==> config.mk <==
export PLATFORM = sky130hd
export DESIGN_NAME = fp_exception_signalling
export DESIGN_NICKNAME = d
export VERILOG_FILES = /design/src/logic/fp_exc_pkg.sv /design/src/logic/fp_exception_signalling.sv /design/src/logic/simd_lane_merge.sv
export SDC_FILE = /design/constraint.sdc
export NUM_CORES = 1
export LEC_CHECK = 0
export ABC_AREA = 1
export BUFFER_PORTS_ARGS = -buffer_cell sky130_fd_sc_hd__buf_2
export CAP_MARGIN = 20
export CORE_ASPECT_RATIO = 2
export CORE_MARGIN = 4
export CORE_UTILIZATION = 52
export CTS_BUF_LIST = sky130_fd_sc_hd__clkbuf_4 sky130_fd_sc_hd__clkbuf_8
export CTS_CLUSTER_DIAMETER = 40
export DETAILED_ROUTE_END_ITERATION = 10
export PLACE_DENSITY_LB_ADDON = 0.05
export SLEW_MARGIN = 25
export SYNTH_ARGS = -nofsm -noshare
export SYNTH_HDL_FRONTEND = slang
export SYNTH_SLANG_ARGS = --single-unit
==> constraint.sdc <==
create_clock -name pclk -period 2.2 [get_ports pclk]
set_input_delay 0.33 -clock pclk [delete_from_list [all_inputs] [get_ports pclk]]
set_output_delay 0.33 -clock pclk [all_outputs]
set_load 0.02 [all_outputs]
==> src/logic/fp_exc_pkg.sv <==
// Shared constants and types of the floating-point exception signalling block
`default_nettype none
package fp_exc_pkg;
	// Register byte offsets
	localparam logic [7:0] OFS_CTRL       = 8'h00;
	localparam logic [7:0] OFS_SIMD_CSR   = 8'h04;
	localparam logic [7:0] OFS_STATE      = 8'h08;
	localparam logic [7:0] OFS_IRQ_STATUS = 8'h0C;
	localparam logic [7:0] OFS_IRQ_CLEAR  = 8'h10;
	localparam logic [7:0] OFS_IRQ_ENABLE = 8'h14;
	localparam logic [7:0] OFS_LAST_VEC   = 8'h18;
	// Control register fields
	localparam int CTRL_NATIVE_BIT = 0;
	localparam int CTRL_TSW_BIT    = 1;
	localparam int CTRL_ERRCLR_BIT = 2;
	localparam logic [1:0] CTRL_RST = 2'h0;
	// SIMD control/status fields: flags low, masks above
	localparam int SIMD_NEXC     = 6;
	localparam int SIMD_MASK_POS = 6;
	localparam logic [5:0] SIMD_FLAG_RST = 6'h00;
	localparam logic [5:0] SIMD_MASK_RST = 6'h3F;
	// Vectors
	localparam logic [7:0] VEC_NUMERIC = 8'h10;
	localparam logic [7:0] VEC_SIMD    = 8'h13;
	// Error output pulse length in cycles
	localparam logic [1:0] ERR_PULSE_CYC = 2'h2;
	// Interrupt status bits
	localparam int IRQ_NUMERIC = 0;
	localparam int IRQ_SIMD    = 1;
	localparam int IRQ_DEVNA   = 2;
	localparam int IRQ_ERROUT  = 3;
	localparam int IRQ_W       = 4;

	typedef enum logic [2:0] {
		INSTR_OTHER,
		INSTR_FP_WAIT,
		INSTR_NOWAIT,
		INSTR_NOWAIT_SAVE,
		INSTR_SIMD
	} instr_cls_e;

	typedef struct packed {
		logic       valid;
		instr_cls_e cls;
		logic       interrupt_request_input_gate;
	} instr_s;

	typedef struct packed {
		logic       valid;
		logic [7:0] vector;
		logic       if_clear;
	} exc_s;
endpackage
`default_nettype wire

==> src/logic/fp_exception_signalling.sv <==
// Floating-point exception signalling with APB registers
`timescale 1ns/1ps
`default_nettype none
module fp_exception_signalling #(
	parameter int         LANES        = 4,
	parameter logic [7:0] DEVNA_VECTOR = 8'h07
) (
	// Clock and reset
	input  wire logic                  pclk,
	input  wire logic                  presetn,
	// APB slave
	input  wire logic [7:0]            paddr,
	input  wire logic                  psel,
	input  wire logic                  penable,
	input  wire logic                  pwrite,
	input  wire logic [31:0]           pwdata,
	output logic      [31:0]           prdata,
	output logic                       pready,
	output logic                       pslverr,
	// Instruction flow from the core
	input  wire fp_exc_pkg::instr_s    instr,
	input  wire logic                  scalar_err,
	input  wire logic [LANES*fp_exc_pkg::SIMD_NEXC-1:0] simd_lane_flags,
	// Exception delivery and external signals
	output fp_exc_pkg::exc_s           exc,
	output logic                       fpu_error_output,
	output logic                       irq
);
	import fp_exc_pkg::*;

	function automatic logic addr_mapped(input logic [7:0] a);
		if (a == OFS_CTRL)
			return 1'b1;
		else if (a == OFS_SIMD_CSR)
			return 1'b1;
		else if (a == OFS_STATE)
			return 1'b1;
		else if (a == OFS_IRQ_STATUS)
			return 1'b1;
		else if (a == OFS_IRQ_CLEAR)
			return 1'b1;
		else if (a == OFS_IRQ_ENABLE)
			return 1'b1;
		else if (a == OFS_LAST_VEC)
			return 1'b1;
		else
			return 1'b0;
	endfunction

	function automatic logic is_fp(input instr_cls_e c);
		return (c == INSTR_FP_WAIT) || (c == INSTR_NOWAIT) ||
			(c == INSTR_NOWAIT_SAVE) || (c == INSTR_SIMD);
	endfunction

	// State
	logic [1:0]           ctrl_reg, ctrl_next;
	logic                 pend_reg, pend_next;
	logic [SIMD_NEXC-1:0] flags_reg, flags_next;
	logic [SIMD_NEXC-1:0] mask_reg, mask_next;
	logic [1:0]           fpu_error_output_cnt_reg, fpu_error_output_cnt_next;
	logic                 fpu_error_output_reg, fpu_error_output_next;
	exc_s                 exc_reg, exc_next;
	logic [7:0]           last_vec_reg, last_vec_next;
	logic [IRQ_W-1:0]     ist_reg, ist_next;
	logic [IRQ_W-1:0]     ien_reg, ien_next;
	logic [31:0]          rdata_reg, rdata_next;

	// Decode
	logic                 native_mode, task_switched;
	logic                 wr, wr_ctrl, wr_csr;
	logic                 fp_instr, devna_take, num_take, simd_exec;
	logic                 simd_take, fpu_error_output_trig, any_take;
	logic [SIMD_NEXC-1:0] lane_or, lane_unmasked;
	logic [IRQ_W-1:0]     ev;

	simd_lane_merge #(
		.LANES (LANES),
		.NEXC  (SIMD_NEXC)
	) u_merge (
		.lane_flags (simd_lane_flags),
		.mask       (mask_reg),
		.merged     (lane_or),
		.unmasked   (lane_unmasked)
	);

	assign native_mode   = ctrl_reg[CTRL_NATIVE_BIT];
	assign task_switched = ctrl_reg[CTRL_TSW_BIT];
	assign wr      = psel && penable && pwrite;
	assign wr_ctrl = wr && (paddr == OFS_CTRL);
	assign wr_csr  = wr && (paddr == OFS_SIMD_CSR);

	assign fp_instr   = instr.valid && is_fp(instr.cls);
	// Unavailable fault pre-empts the instruction and any numeric error
	assign devna_take = fp_instr && task_switched;
	// Vector 16 only in native mode, only on a waiting FP instruction
	assign num_take = instr.valid && (instr.cls == INSTR_FP_WAIT) &&
		pend_reg && native_mode && !task_switched;
	assign simd_exec = instr.valid && (instr.cls == INSTR_SIMD) &&
		!task_switched;
	// Only this instruction's new unmasked flags can fault
	assign simd_take = simd_exec && (|lane_unmasked);
	// Same trigger point whatever the mode bit says
	assign fpu_error_output_trig = pend_reg && instr.valid && !task_switched &&
		((instr.cls == INSTR_FP_WAIT) ||
		(instr.cls == INSTR_NOWAIT_SAVE));
	assign any_take = devna_take || num_take || simd_take;

	// Control, pending error and SIMD status
	always_comb begin
		ctrl_next  = ctrl_reg;
		pend_next  = pend_reg;
		flags_next = flags_reg;
		mask_next  = mask_reg;
		if (wr_ctrl) begin
			ctrl_next = pwdata[1:0];
		end
		// No-wait instructions leave the error pending
		if (num_take || (wr_ctrl && pwdata[CTRL_ERRCLR_BIT])) begin
			pend_next = 1'b0;
		end
		if (scalar_err) begin
			pend_next = 1'b1;
		end
		// Flags change only by a write or a new occurrence
		if (wr_csr) begin
			flags_next = pwdata[SIMD_NEXC-1:0];
			mask_next  = pwdata[SIMD_MASK_POS +: SIMD_NEXC];
		end
		// Merged lanes set sticky flags; set wins over a write
		if (simd_exec) begin
			flags_next = flags_next | lane_or;
		end
	end

	// Error output pulse stretcher
	always_comb begin
		fpu_error_output_cnt_next = fpu_error_output_cnt_reg;
		if (fpu_error_output_trig) begin
			fpu_error_output_cnt_next = ERR_PULSE_CYC;
		end else if (fpu_error_output_cnt_reg != 2'h0) begin
			fpu_error_output_cnt_next = fpu_error_output_cnt_reg - 2'h1;
		end
		fpu_error_output_next = (fpu_error_output_cnt_next != 2'h0);
	end

	// Exception delivery
	always_comb begin
		exc_next      = '0;
		last_vec_next = last_vec_reg;
		exc_next.valid = any_take;
		if (devna_take) begin
			exc_next.vector = DEVNA_VECTOR;
		end else if (num_take) begin
			exc_next.vector = VEC_NUMERIC;
		end else if (simd_take) begin
			exc_next.vector = VEC_SIMD;
		end
		// Interrupt enable cleared with the delivery itself
		exc_next.if_clear = any_take && instr.interrupt_request_input_gate;
		if (any_take) begin
			last_vec_next = exc_next.vector;
		end
	end

	// Interrupt status, enable and read data
	always_comb begin
		ev = '0;
		ev[IRQ_NUMERIC] = num_take;
		ev[IRQ_SIMD]    = simd_take;
		ev[IRQ_DEVNA]   = devna_take;
		ev[IRQ_ERROUT]  = fpu_error_output_trig;
		ist_next = ist_reg;
		ien_next = ien_reg;
		if (wr && (paddr == OFS_IRQ_CLEAR)) begin
			ist_next = ist_reg & ~pwdata[IRQ_W-1:0];
		end
		ist_next = ist_next | ev;
		if (wr && (paddr == OFS_IRQ_ENABLE)) begin
			ien_next = pwdata[IRQ_W-1:0];
		end
		rdata_next = rdata_reg;
		if (psel && !penable) begin
			rdata_next = 32'h0000_0000;
			if (paddr == OFS_CTRL) begin
				rdata_next[1:0] = ctrl_reg;
			end else if (paddr == OFS_SIMD_CSR) begin
				rdata_next[SIMD_NEXC-1:0] = flags_reg;
				rdata_next[SIMD_MASK_POS +: SIMD_NEXC] = mask_reg;
			end else if (paddr == OFS_STATE) begin
				rdata_next[0] = pend_reg;
				rdata_next[1] = fpu_error_output_reg;
			end else if (paddr == OFS_IRQ_STATUS) begin
				rdata_next[IRQ_W-1:0] = ist_reg;
			end else if (paddr == OFS_IRQ_ENABLE) begin
				rdata_next[IRQ_W-1:0] = ien_reg;
			end else if (paddr == OFS_LAST_VEC) begin
				rdata_next[7:0] = last_vec_reg;
			end
		end
	end

	always_ff @(posedge pclk or negedge presetn) begin
		if (!presetn) begin
			ctrl_reg     <= CTRL_RST;
			pend_reg     <= 1'b0;
			flags_reg    <= SIMD_FLAG_RST;
			mask_reg     <= SIMD_MASK_RST;
			fpu_error_output_cnt_reg <= 2'h0;
			fpu_error_output_reg     <= 1'b0;
			exc_reg      <= '0;
			last_vec_reg <= 8'h00;
			ist_reg      <= '0;
			ien_reg      <= '0;
			rdata_reg    <= 32'h0000_0000;
		end else begin
			ctrl_reg     <= ctrl_next;
			pend_reg     <= pend_next;
			flags_reg    <= flags_next;
			mask_reg     <= mask_next;
			fpu_error_output_cnt_reg <= fpu_error_output_cnt_next;
			fpu_error_output_reg     <= fpu_error_output_next;
			exc_reg      <= exc_next;
			last_vec_reg <= last_vec_next;
			ist_reg      <= ist_next;
			ien_reg      <= ien_next;
			rdata_reg    <= rdata_next;
		end
	end

	assign exc              = exc_reg;
	assign fpu_error_output = fpu_error_output_reg;
	assign irq              = |(ist_reg & ien_reg);
	assign prdata           = rdata_reg;
	assign pready           = 1'b1;
	assign pslverr          = psel && penable && !addr_mapped(paddr);
endmodule
`default_nettype wire

==> src/logic/simd_lane_merge.sv <==
// OR of SIMD exception flags across lanes and the unmasked subset
`timescale 1ns/1ps
`default_nettype none
module simd_lane_merge #(
	parameter int LANES = 4,
	parameter int NEXC  = 6
) (
	// Per-lane raised flags
	input  wire logic [LANES*NEXC-1:0] lane_flags,
	// Mask bits, one means masked
	input  wire logic [NEXC-1:0]       mask,
	// Merged results
	output logic      [NEXC-1:0]       merged,
	output logic      [NEXC-1:0]       unmasked
);
	logic [NEXC-1:0] partial [LANES+1];

	assign partial[0] = '0;
	generate
		for (genvar i = 0; i < LANES; i++) begin : g_lane
			assign partial[i+1] = partial[i] | lane_flags[i*NEXC +: NEXC];
		end
	endgenerate

	assign merged   = partial[LANES];
	assign unmasked = partial[LANES] & ~mask;
endmodule
`default_nettype wire

[After elaboration in Yosys (flattened, before gate mapping)]
Index checks and enable logic that the tools add are counted.
Operators by class
  add/subtract/negate cells: 1
  equal/unequal tests: 10
  mux-type cells: 28
  bitwise gates (word level): 10
  reduce and logical (&&, ||, !) cells: 38
Operators with widths (number)
  8-bit by 5-bit == test with 1-bit output, second input constant: 3
  4-bit 2-to-1 mux: 6
  6-bit bitwise OR: 4
  1-bit logical AND: 22
  6-bit 2-to-1 mux: 3
  8-bit by 4-bit == test with 1-bit output, second input constant: 2
  8-bit 2-to-1 mux: 2
  5-bit 2-to-1 mux: 3
  10-bit 2-to-1 mux: 1
  1-bit 2-to-1 mux: 9
  4-bit bitwise AND: 2
  8-bit by 3-bit == test with 1-bit output, second input constant: 1
  8-bit logical NOT: 1
  2-bit 2-to-1 mux: 4
  1-bit logical OR: 7
  6-bit bitwise AND: 1
  3-bit by 2-bit == test with 1-bit output, second input constant: 2
  6-bit NOT: 1
  2-bit nonzero test: 3
  6-bit OR reduction: 1
  4-bit NOT: 1
  4-bit bitwise OR: 1
  4-bit OR reduction: 1
  3-bit by 1-bit == test with 1-bit output, second input constant: 1
  3 further kinds: 5
Word-level totals
  register bits after elaboration: 56
  input port bits: 75
  word-level logic and storage cells: 100

[Depth between registers and ports, before layout]
  word-level depth: 10
  gate-level depth with buffers: 9
  gate-level depth less buffers: 9

[Cells and area by module]
From an unflattened synthesis, not the netlist that was laid out.
Unflattened totals
  cells, all modules: 288
  area, all modules: 2434.8 um^2
By module, submodules not included
  fp_exception_signalling: instances 1, cells each 264, area each 2337.2 um^2, sequential area each 1158.6 um^2
  simd_lane_merge: instances 1, cells each 24, area each 97.6 um^2, sequential area each 0.0 um^2

[Worst setup path before layout]
Ideal clock, no wire load.
  kind: in2out
  from: input port paddr[0]
  to: output port pslverr
  arrival: 1.285 ns
  data required time: 1.870 ns
  slack: 0.585 ns
  cell stages on the path: 5
  path buffers: 0
  path through: inv_1 -> nand2_1 -> nor3_1 -> or2_1 -> nor3_1
Between the ends
  word-level cells in the longest chain between the ends: 10
  elaborated cells between the ends (all ways): 16
RTL lines
  from (decl): line fp_exception_signalling.sv:12  | input wire logic [7:0] paddr,
  8-bit by 5-bit == test with 1-bit output: line fp_exception_signalling.sv:44  | else if (a == OFS_LAST_VEC)
  1-bit 2-to-1 mux: line fp_exception_signalling.sv:44
  1-bit 2-to-1 mux: line fp_exception_signalling.sv:42  | else if (a == OFS_IRQ_ENABLE)
  1-bit 2-to-1 mux: line fp_exception_signalling.sv:40  | else if (a == OFS_IRQ_CLEAR)
  1-bit 2-to-1 mux: line fp_exception_signalling.sv:38  | else if (a == OFS_IRQ_STATUS)
  1-bit 2-to-1 mux: line fp_exception_signalling.sv:36  | else if (a == OFS_STATE)
  1-bit 2-to-1 mux: line fp_exception_signalling.sv:34  | else if (a == OFS_SIMD_CSR)
  1-bit 2-to-1 mux *: line fp_exception_signalling.sv:32  | if (a == OFS_CTRL)
  1-bit logical NOT *: line fp_exception_signalling.sv:235  | assign pslverr = psel && penable && !addr_mapped(paddr);
  1-bit logical AND *: line fp_exception_signalling.sv:235
  to (decl): line fp_exception_signalling.sv:19  | output logic pslverr,
Mark *: on every way between the ends. The rest lies on a longest branch, timed or not.

[Worst setup path in the final report]
  from: input port paddr[7]
  to: output port pslverr
Same word-level chain as after synthesis.

==> impl_metrics.tcl <==
set metrics [dict create \
    grt_antenna_before_repair 0 \
    reg2reg_slack_ns 0.79 \
    relSlewSlack 0.644 \
    wirelength_um 6060 \
    synth_flop_cell "dfrtp_1" \
    htree_levels 2 \
    syn_area_mm2 0.00257 \
    worstPathRequired_ns 1.87 \
    ant_nets 0 \
    cts_resized 0 \
    min_path_type "in -> reg" \
    cts_setup_buffers 0 \
    routabilityCongestion 0.878 \
    port_buffers 75 \
    fin_ws_ns 0.449 \
    largest_reg_flops 12 \
    clockBufferDepth 2 \
    critPathKind "in -> out" \
    cp-end-kind "output pin" \
    cts.sinks 46 \
    finalSetupViolations 0 \
    yosys.area.top_type_share 0.389 \
    worst_pin_slew_ns 0.534 \
    worstPathArrival_ns 1.42 \
    cp-start-kind "input pin" \
    clk_pin_slew_worst_paths_ns 0.08 \
    grt_use_total 0.205 \
    grt_pass1_vias 2228 \
    r2r-start "ctrl_reg[1]" \
    ys_seq_area_frac 0.450 \
    timing.rr.end "exc[0]" \
    layout_min_cycle_time_ns 1.75 \
    avgSynthCellArea_um2 7.97 \
    clock_latency_ns 0.29 \
    rr_worst_depth 5 \
    coreArea_mm2 0.00482 \
    maxCapViolCount 0 \
    p_per_area_mw_per_mm2 549 \
    min_from "scalar_err" \
    utilization 0.625 \
    place_hpwl_um 4890 \
    cp_max_fo 4 \
    finish.net_count 478 \
    cts_buffers 5 \
    drt_iter0_drc 91 \
    rows 36 \
    finalMaxSlewViolations 0 \
    area_delta_synth_final_pct 17.1 \
    firstDrtPassIters 4 \
    dieArea_mm2 0.00621 \
    nFillCells 472 \
    grt-ovfl-total 0 \
    ys_warn_count 0 \
    grt_pass1_wl_um 9730 \
    min_period_over_period 0.796 \
    vias 2262 \
    peakVddDrop_uv 420 \
    p_leak_uw 0.00177 \
    synthTopCellsByArea "dfrtp_1 (39%), nand2_1 (13%), buf_4 (7.6%)" \
    ioPinCount 121 \
    synthArstFlopShare 1.00 \
    chipWidth_um 57.8 \
    synth-seq-cells 46 \
    yosysTopAreaCell "dfrtp_1" \
    via_per_inst 4.91 \
    hold_viol 0 \
    fin_worst_skew_ns 0.00475 \
    postPlaceCellArea_mm2 0.00291 \
    finalSetupTns_ns 0 \
    ys_types 34 \
    cts_tree "done" \
    place_ws_ns 0.452 \
    root_buffer "clkbuf_8" \
    num_antenna_cells 0 \
    design_area_mm2 0.00301 \
    fmax_ghz 0.571 \
    start_util 0.534 \
    synth_edf_count 0 \
    route.detailed.drc 0 \
    hold_slack_ns 0.233 \
    drt-wirelength-per-cell_um 13.1 \
    rsz0062_at_grt "false" \
    synthCells 323 \
    die_y_um 108 \
    hold_depth 2 \
    drive_above_1_share 0.322 \
    min_to "pend_reg" \
    status "completed" \
    grt_max_degree 23 \
]
[how the worst max path moves through the flow]
stage	startpoint	depth (start not counted)	endpoint	slack, ns
4_1_cts	paddr[7]	7	pslverr	0.45
5_1_grt	paddr[7]	7	pslverr	0.33
6_report	paddr[7]	7	pslverr	0.45
3_5_place_dp	paddr[7]	7	pslverr	0.45
3_3_place_gp	paddr[7]	7	pslverr	0.46
2_1_floorplan	paddr[0]	5	pslverr	0.59
[layer usage]
metal / wire (um) / global-route usage / up-vias
li1: - / - / 1127
met1: 2130 / 0.214 / 1032
met2: 3330 / 0.367 / 86
met3: 363 / 0.0348 / 17
met4: 234 / 0.123 / 0
met5: 0 / 0 / -
[cell usage after synthesis, types with 2 or more instances]
library cell and count:
a21oi_1 2, a21oi_2 6, a22oi_1 2, buf_4 26, buf_6 2, conb_1 2, dfrtp_1 40, dfstp_2 6
inv_1 29, inv_2 6, nand2_1 87, nand2_2 6, nand2_4 2, nand3_1 26, nand4_1 2, nor2_1 31
nor2_2 9, nor2_4 2, nor3_1 2, o211ai_1 2, o211ai_2 3, o21ai_0 6, o21ai_1 13
[area by class of cell]
| class | count | area [um^2] | share of cell area |
|---|---|---|---|
| Sequential cell | 46 | 1160 | 0.384 |
| Multi-Input combinational cell | 235 | 1140 | 0.379 |
| Timing Repair Buffer | 79 | 408 | 0.135 |
| Inverter | 36 | 140 | 0.0465 |
| Clock buffer | 7 | 90.1 | 0.0299 |
| Tap cell | 57 | 71.3 | 0.0237 |
| Clock inverter | 1 | 5.00 | 0.00166 |
[cells by family after synthesis]
logic type / count (synthesis) / synth area share
other: 2 / 0.00292
flip-flops: 46 / 0.450
AND/OR/NAND/NOR: 171 / 0.304
AO/OA/AOI/OAI: 39 / 0.103
buffers and inverters: 65 / 0.140
[worst max-delay path, cell delays in order]
cell	delay [ns]
buf_2	0.10
nor2_1	0.13
nand3_1	0.16
nor3_1	0.33
or2_1	0.15
nor3_1	0.04
buf_2	0.16
[repair_timing]
action                                 4_1_cts  5_1_grt
setup endpoints to repair                    0        0
hold buffers                                 1        0
endpoints found under the hold margin       17        0
[power breakdown]
| part | total, uW | internal [uW] | switching (uW) | leakage, uW |
|---|---|---|---|---|
| logic | 228 | 76.9 | 151 | 0.00115 |
| clock network | 534 | 266 | 268 | 0.0000517 |
| registers | 892 | 875 | 17.5 | 0.000569 |
| total | 1650 | 1220 | 436 | 0.00177 |
[layout by cell type, fill, tap and decap left out, drive strengths merged, types with 2 or more instances in the layout]
| cell | count |
|---|---|
| clkbuf | 7 |
| a22oi | 2 |
| buf | 78 |
| inv | 36 |
| nor2 | 43 |
| nand3 | 26 |
| a21oi | 8 |
| nor3 | 3 |
| o211ai | 5 |
| nand4 | 2 |
| nand2 | 95 |
| o21ai | 20 |
| conb | 25 |
| dfrtp | 40 |
| dfstp | 6 |
[through the flow]
stage | instances | total power [uW]
after floorplan | 346 | 1070
after global placement | 452 | 1130
after detailed placement | 452 | 1140
after CTS | 461 | 1670
after global routing | 461 | 1730
final | 461 | 1650
Power figures use the tool's default switching activity.
